===== src/design/lock_gate_map.vh =====
// What this block does
// - reset clears the whole lock register
// - bit 7 locks wake-up controller from host
// - blocked cycle answered per response-mode field
// - blocked host access sets the violation flag
// - wake-up lock spares the ACPI registers
// - locked module is forced active
// - bit 6 locks the real-time clock
// - bit 5 locks the extension-bus module
// - bit 3 locks chip select 3 devices
// - zero bit leaves target open, default
// - bits 2..0 lock chip selects 2..0
`ifndef LOCK_GATE_MAP_VH
`define LOCK_GATE_MAP_VH

// register indices; byte address is four times the index
`define IDX_SERIAL_BUS_CTRL_STATUS 6'h00
`define IDX_SERIAL_BUS_CONFIG 6'h01
`define IDX_HOST_BUS_LOCK_CONFIG_TWO 6'h06
`define IDX_MODULE_ACTIVE 6'h07
`define IDX_VIOLATION_SOURCE 6'h08

// field positions
`define BIT_ACCESS_VIOLATION_FLAG 2
`define BIT_RESP_MODE_LO 4
`define BIT_RESP_MODE_HI 5
`define BIT_WAKEUP_CTRL_LOCK 7
`define BIT_RTC_LOCK 6
`define BIT_EXTENSION_MODULE_LOCK 5
`define BIT_RESERVED_LOCK 4
`define BIT_EXT_CHIP_SELECT3_LOCK 3
`define BIT_EXT_CHIP_SELECT2_LOCK 2
`define BIT_EXT_CHIP_SELECT1_LOCK 1
`define BIT_EXT_CHIP_SELECT0_LOCK 0

// writable lock bits; bit 4 is reserved and reads zero
`define LOCK_WRITE_MASK 8'hEF

// reset values
`define RST_LOCK_CONFIG_TWO 8'h00
`define RST_RESP_MODE 2'h0
`define RST_FLAG 1'b0

`endif


===== src/design/lock_gate_cell.v =====
`timescale 1ns/1ns
// gating for one controlled target
module lock_gate_cell (
  input wire lock,
  input wire act_cfg,
  input wire glob_en,
  input wire lpc_hit,
  output wire lpc_pass,
  output wire lpc_violate,
  output wire active
);
  assign lpc_pass = lpc_hit & ~lock;
  assign lpc_violate = lpc_hit & lock;
  // lock overrides both activation bits
  assign active = lock | (act_cfg & glob_en);
endmodule


===== src/design/access_lock_gate.v =====
// Local design decision: the Avalon-MM interface to the registers.
`timescale 1ns/1ns
`include "lock_gate_map.vh"
module access_lock_gate #(
  parameter ADDR_W = 8
) (
  input wire sys_clk,
  input wire sys_rst,
  input wire [ADDR_W-1:0] avs_address,
  input wire avs_read,
  input wire avs_write,
  input wire [31:0] avs_writedata,
  output reg [31:0] avs_readdata,
  output reg avs_waitrequest,
  input wire [7:0] act_cfg,
  input wire global_module_enable,
  input wire lpc_req,
  input wire lpc_wr,
  input wire [7:0] lpc_sel,
  input wire [7:0] lpc_wdata,
  input wire lpc_acpi_req,
  input wire smb_req,
  input wire smb_wr,
  input wire [7:0] smb_sel,
  input wire [7:0] smb_wdata,
  output reg lpc_fwd,
  output reg lpc_fwd_wr,
  output reg [7:0] lpc_fwd_sel,
  output reg [7:0] lpc_fwd_wdata,
  output reg lpc_acpi_fwd,
  output reg lpc_violation,
  output reg [1:0] lpc_violation_mode,
  output reg smb_fwd,
  output reg smb_fwd_wr,
  output reg [7:0] smb_fwd_sel,
  output reg [7:0] smb_fwd_wdata,
  output reg [7:0] module_active
);
  localparam ST_IDLE = 2'b01;
  localparam ST_ACK = 2'b10;

  reg [1:0] bus_state_r;
  reg [1:0] bus_state_nxt;
  reg [7:0] lock_r;
  reg [1:0] resp_mode_r;
  reg flag_r;
  reg [7:0] viol_src_r;
  reg [31:0] rdata_nxt;

  wire [7:0] lock_eff;
  wire [7:0] pass_v;
  wire [7:0] viol_v;
  wire [7:0] active_v;
  wire [5:0] word_idx;
  wire req;
  wire wr_fire;
  wire any_viol;
  wire flag_clr;
  wire [7:0] src_clr;

  // reserved bit never locks anything, so the ACPI path is never on it
  assign lock_eff = lock_r & `LOCK_WRITE_MASK;
  assign word_idx = avs_address[7:2];
  assign req = avs_read | avs_write;
  // a write lands only at the edge where waitrequest is seen low
  assign wr_fire = avs_write & (bus_state_r == ST_ACK);

  genvar g;
  generate
    for (g = 0; g < 8; g = g + 1) begin : gate
      lock_gate_cell u_cell (
        .lock(lock_eff[g]),
        .act_cfg(act_cfg[g]),
        .glob_en(global_module_enable),
        .lpc_hit(lpc_req & lpc_sel[g]),
        .lpc_pass(pass_v[g]),
        .lpc_violate(viol_v[g]),
        .active(active_v[g])
      );
    end
  endgenerate

  assign any_viol = |viol_v;
  assign flag_clr = wr_fire & (word_idx == `IDX_SERIAL_BUS_CTRL_STATUS) &
    avs_writedata[`BIT_ACCESS_VIOLATION_FLAG];
  assign src_clr = (wr_fire & (word_idx == `IDX_VIOLATION_SOURCE)) ?
    avs_writedata[7:0] : 8'h00;

  always @* begin
    bus_state_nxt = bus_state_r;
    case (bus_state_r)
      ST_IDLE: begin
        if (req) begin
          bus_state_nxt = ST_ACK;
        end
      end
      ST_ACK: begin
        bus_state_nxt = ST_IDLE;
      end
      default: begin
        bus_state_nxt = ST_IDLE;
      end
    endcase
  end

  always @* begin
    rdata_nxt = 32'h0000_0000;
    case (word_idx)
      `IDX_SERIAL_BUS_CTRL_STATUS: begin
        rdata_nxt[`BIT_ACCESS_VIOLATION_FLAG] = flag_r;
      end
      `IDX_SERIAL_BUS_CONFIG: begin
        rdata_nxt[`BIT_RESP_MODE_HI:`BIT_RESP_MODE_LO] = resp_mode_r;
      end
      `IDX_HOST_BUS_LOCK_CONFIG_TWO: begin
        rdata_nxt[7:0] = lock_eff;
      end
      `IDX_MODULE_ACTIVE: begin
        rdata_nxt[7:0] = module_active;
      end
      `IDX_VIOLATION_SOURCE: begin
        rdata_nxt[7:0] = viol_src_r;
      end
      default: begin
        rdata_nxt = 32'h0000_0000;
      end
    endcase
  end

  // register bus slave: one wait state on every access
  always @(posedge sys_clk or posedge sys_rst) begin
    if (sys_rst) begin
      bus_state_r <= ST_IDLE;
      avs_waitrequest <= 1'b1;
      avs_readdata <= 32'h0000_0000;
    end else begin
      bus_state_r <= bus_state_nxt;
      avs_waitrequest <= ~(bus_state_r == ST_IDLE && req);
      if (bus_state_r == ST_IDLE && avs_read) begin
        avs_readdata <= rdata_nxt;
      end
    end
  end

  always @(posedge sys_clk or posedge sys_rst) begin
    if (sys_rst) begin
      lock_r <= `RST_LOCK_CONFIG_TWO;
      resp_mode_r <= `RST_RESP_MODE;
      flag_r <= `RST_FLAG;
      viol_src_r <= 8'h00;
    end else begin
      if (wr_fire && word_idx == `IDX_HOST_BUS_LOCK_CONFIG_TWO) begin
        lock_r <= avs_writedata[7:0] & `LOCK_WRITE_MASK;
      end
      if (wr_fire && word_idx == `IDX_SERIAL_BUS_CONFIG) begin
        resp_mode_r <= avs_writedata[`BIT_RESP_MODE_HI:`BIT_RESP_MODE_LO];
      end
      // a violation in the clearing cycle keeps the flag set
      flag_r <= (flag_r & ~flag_clr) | any_viol;
      viol_src_r <= (viol_src_r & ~src_clr) | viol_v;
    end
  end

  // host-bus side: locked targets see nothing, not even the write data
  always @(posedge sys_clk or posedge sys_rst) begin
    if (sys_rst) begin
      lpc_fwd <= 1'b0;
      lpc_fwd_wr <= 1'b0;
      lpc_fwd_sel <= 8'h00;
      lpc_fwd_wdata <= 8'h00;
      lpc_acpi_fwd <= 1'b0;
      lpc_violation <= 1'b0;
      lpc_violation_mode <= `RST_RESP_MODE;
    end else begin
      lpc_fwd <= |pass_v;
      lpc_fwd_wr <= lpc_wr & (|pass_v);
      lpc_fwd_sel <= pass_v;
      lpc_fwd_wdata <= (|pass_v) ? lpc_wdata : 8'h00;
      lpc_acpi_fwd <= lpc_acpi_req;
      lpc_violation <= any_viol;
      lpc_violation_mode <= resp_mode_r;
    end
  end

  // serial-bus side: the lock never gates serial-bus traffic, only module_active
  always @(posedge sys_clk or posedge sys_rst) begin
    if (sys_rst) begin
      smb_fwd <= 1'b0;
      smb_fwd_wr <= 1'b0;
      smb_fwd_sel <= 8'h00;
      smb_fwd_wdata <= 8'h00;
      module_active <= 8'h00;
    end else begin
      smb_fwd <= smb_req;
      smb_fwd_wr <= smb_req & smb_wr;
      smb_fwd_sel <= smb_req ? smb_sel : 8'h00;
      smb_fwd_wdata <= smb_req ? smb_wdata : 8'h00;
      module_active <= active_v;
    end
  end
endmodule


===== config.mk =====
export PLATFORM = sky130hd
export DESIGN_NAME = access_lock_gate
export DESIGN_NICKNAME = d
export VERILOG_FILES = /design/src/design/lock_gate_cell.v /design/src/design/access_lock_gate.v
export VERILOG_INCLUDE_DIRS = /design/src /design/src/design
export SDC_FILE = /design/constraint.sdc
export NUM_CORES = 1
export LEC_CHECK = 0
export ABC_AREA = 0
export BUFFER_PORTS_ARGS = -buffer_cell sky130_fd_sc_hd__buf_2
export CORE_MARGIN = 2
export CORE_UTILIZATION = 48
export CTS_CLUSTER_DIAMETER = 40
export DETAILED_ROUTE_END_ITERATION = 8
export GPL_ROUTABILITY_DRIVEN = 0
export PLACE_DENSITY = 0.95
export SLEW_MARGIN = 20
export SYNTH_ARGS = -nofsm -noshare
export SYNTH_HDL_FRONTEND = slang
export SYNTH_HIERARCHICAL = 1
export SYNTH_SLANG_ARGS = --single-unit
export TNS_END_PERCENT = 20

===== constraint.sdc =====
create_clock -name sys_clk -period 5.2 [get_ports sys_clk]
set_clock_uncertainty 0.2 [all_clocks]
set_input_delay 1.3 -clock sys_clk [delete_from_list [all_inputs] [get_ports sys_clk]]
set_output_delay 1.3 -clock sys_clk [all_outputs]
set_load 0.02 [all_outputs]

==> results.md <==
- Antenna violations before repair: 0
- Synth Flop Type: dfrtp_1
- Final-stage net count: 474
- Clock transition at path regs: 80 ps
- GR Layer Usage met1: 23.7%
- GR Util met3: 7.00%
- CTS tree: built
- Die Y: 85.1 um
- Via-to-Cell Ratio: 4.89
- GRT Util Overall: 19.3%
- Clock sink count: 77
- HPWL Detailed: 5190 um
- Initial DRC count: 124
- Met2 usage: 31.5%
- Crit path kind: in2reg
- Max cap viols: 0
- CP Capture Type: flop
- Rows: 29
- Synth warnings: 6
- Largest net degree at the start of global routing: 50
- Die area: 7230 um2
- Detailed-route DRC error count: 0
- Post-synth EDFFs: 0
- Worst VDD drop: 0.216 mV
- Async set-or-reset flop fraction in the synthesized netlist: 100%
- TNS Setup: 0 ps
- FF+latch count, synth: 77
- Wire length per cell: 14.5 um
- Synthesized area: 3150 um2
- Postcts setup bufs: 0
- Maximum achievable frequency: 364 MHz
- Number of fillers in the final layout: 493
- Core Region: 6350 um2
- # IOs: 171
- Worst slew pin tran: 975 ps
- Top cells by area, synth: dfrtp_1, and2_1, buf_4
- Synth top cells by count: dfrtp_1, and2_1, buf_4
- IO Port Bufs: 120
- Critical path data required time: 5240 ps
- Initial Util: 49.7%
- H-tree depth reported by CTS: 3
- Most Crowded Layer GR: met2
- Num CTS Buffers: 9
- Most numerous cell in the Yosys netlist: dfrtp_1
- Post_cts resized: 0
- Die W: 85.1 um
- Unrepaired setup endpoints after global routing: no
- Rel. slew slack: 34.9%
- Via count: 2277
- DR pass1 iterations: 4
- Top-area cell type share of the netlist area: 59.5%
- Largest area contributor in the netlist: dfrtp_1
- Synth unique cells: 33
- Register area share after synthesis: 61.2%
- Min Tclk post-route: 2740 ps
- # setup viols final: 0
- Final Util: 63.5%
- Syn Area/Cell: 12.4 um2
- Leak pwr: 2.19 nW
- Antenna Violating Nets Remaining: 0
- Tcrit/Tclk final: 52.8%
- Worst Path Max Fanout: 8
- WP data arrival: 2780 ps
- Worst setup SP type: primary input
- CTS Root Cell: clkbuf_8
- Maximum clock path buffer count: 2
- PwrDens: 383 nW/um2
- Area growth syn-to-layout: 27.8%
- Global-route wire length before repair: 10700 um
- # diodes: 0
- Endpoints failing hold: 0
- GR Overflow Total: 0
- Vias in the first global route: 2289
- Skew-Pair Late Insertion Delay: 340 ps
- Gate Count Post-Synth: 254
- Share of layout cells above drive strength 1: 41.4%
- Hold buffer count at cts: 0
- Max-slew violation count: 0
- Status: complete, no violations
- Hold/Removal Path Class: reg2reg
- Detailed Route WL: 6740 um
-- area by class of cell --
class	count	area, um2	share of cell area [%]
Tap cell	77	96.3	2.39
Sequential cell	77	1930	47.9
Inverter	3	11.3	0.279
Clock inverter	6	134	3.32
Timing Repair Buffer	121	608	15.1
Clock buffer	10	138	3.42
Multi-Input combinational cell	172	1110	27.6
-- sequential cells by signal, indices dropped and copies added, names as in the netlist --
signal / count
avs_readdata: 8
lpc_fwd_sel: 8
lpc_fwd_wdata: 8
module_active: 8
smb_fwd_sel: 8
smb_fwd_wdata: 8
viol_src_r: 8
lock_r: 7
bus_state_r: 2
lpc_violation_mode: 2
resp_mode_r: 2
avs_waitrequest: 1
flag_r: 1
lpc_acpi_fwd: 1
lpc_fwd: 1
lpc_fwd_wr: 1
lpc_violation: 1
smb_fwd: 1
smb_fwd_wr: 1
-- layer usage --
layer | share of wire, % | vias up
met2 | 49 | 111
li1 | - | 1067
met3 | 9.5 | 11
met1 | 40 | 1088
met5 | 0 | -
met4 | 1.8 | 0
-- path summary, 6_finish.rpt --
path / startpoint / end / slack, ps / cells past startpoint
setup / recovery: avs_address[4] / viol_src_r[1]$_DFF_PP0_ / 2460 / 5
min in group asynchronous: sys_rst / lpc_acpi_fwd$_DFF_PP0_ / 980 / 2
hold reg to reg: resp_mode_r[0]$_DFFE_PP0P_ / lpc_violation_mode[0]$_DFF_PP0_ / 210 / 0
max in group asynchronous: sys_rst / lpc_fwd_sel[3]$_DFF_PP0_ / 2890 / 3
setup reg to reg: bus_state_r[0]$_DFFE_PP1P_ / avs_readdata[5]$_DFFE_PP0P_ / 3190 / 4
hold / removal: resp_mode_r[0]$_DFFE_PP0P_ / lpc_violation_mode[0]$_DFF_PP0_ / 210 / 0
-- through the flow --
step	total power [mW]	hold slack (ps)	instances	area, um2	setup WS (ps)
4_1_cts	1.56	213	466	4030	2450
3_5_place_dp	0.964	200	450	3760	2060
3_3_place_gp	0.950	204	450	3760	2130
6_report	1.54	211	466	4030	2460
5_1_grt	1.61	225	466	4030	2430
2_1_floorplan	0.880	169	280	3250	1740
-- cell usage in the layout, fill, tap and decap left out, drive strengths merged --
master / n
nor2: 3
a21oi: 4
buf: 121
o21ai: 8
and2: 42
nand4bb: 1
dfrtp: 75
nor4: 7
nand3: 2
nor3: 2
or4b: 1
nand4b: 1
mux2i: 1
bufinv: 4
nor4b: 1
clkbuf: 10
conb: 27
nand3b: 1
or3: 1
clkinv: 2
inv: 3
a22oi: 5
nand2: 21
mux2: 14
a221oi: 3
nor2b: 9
a31oi: 1
a21o: 17
dfstp: 2
-- cell families (layout without fill, tap and decap cells) --
kind of cell	after synthesis	count (layout)	synth area share (%)
buffers and inverters	31	140	6.59
DFF	77	77	61.2
muxes	15	15	5.32
AOI/OAI and AO/OA	38	38	8.37
other	1	27	0.119
and+or+nand+nor	92	92	18.4
-- where the power goes --
group          internal (mW)  total, mW  leakage, nW  switching (mW)
registers              0.669      0.705        0.981          0.0359
logic                 0.0924      0.246         1.07           0.153
clock network          0.380      0.594        0.136           0.214
-- critical path, cell delays in order --
cell and delay (ps):
buf_2 150, or4b_4 540, nor4_4 480, nand2_1 110, a21o_1 200
Note: power is estimated with default switching activity, not from simulation.
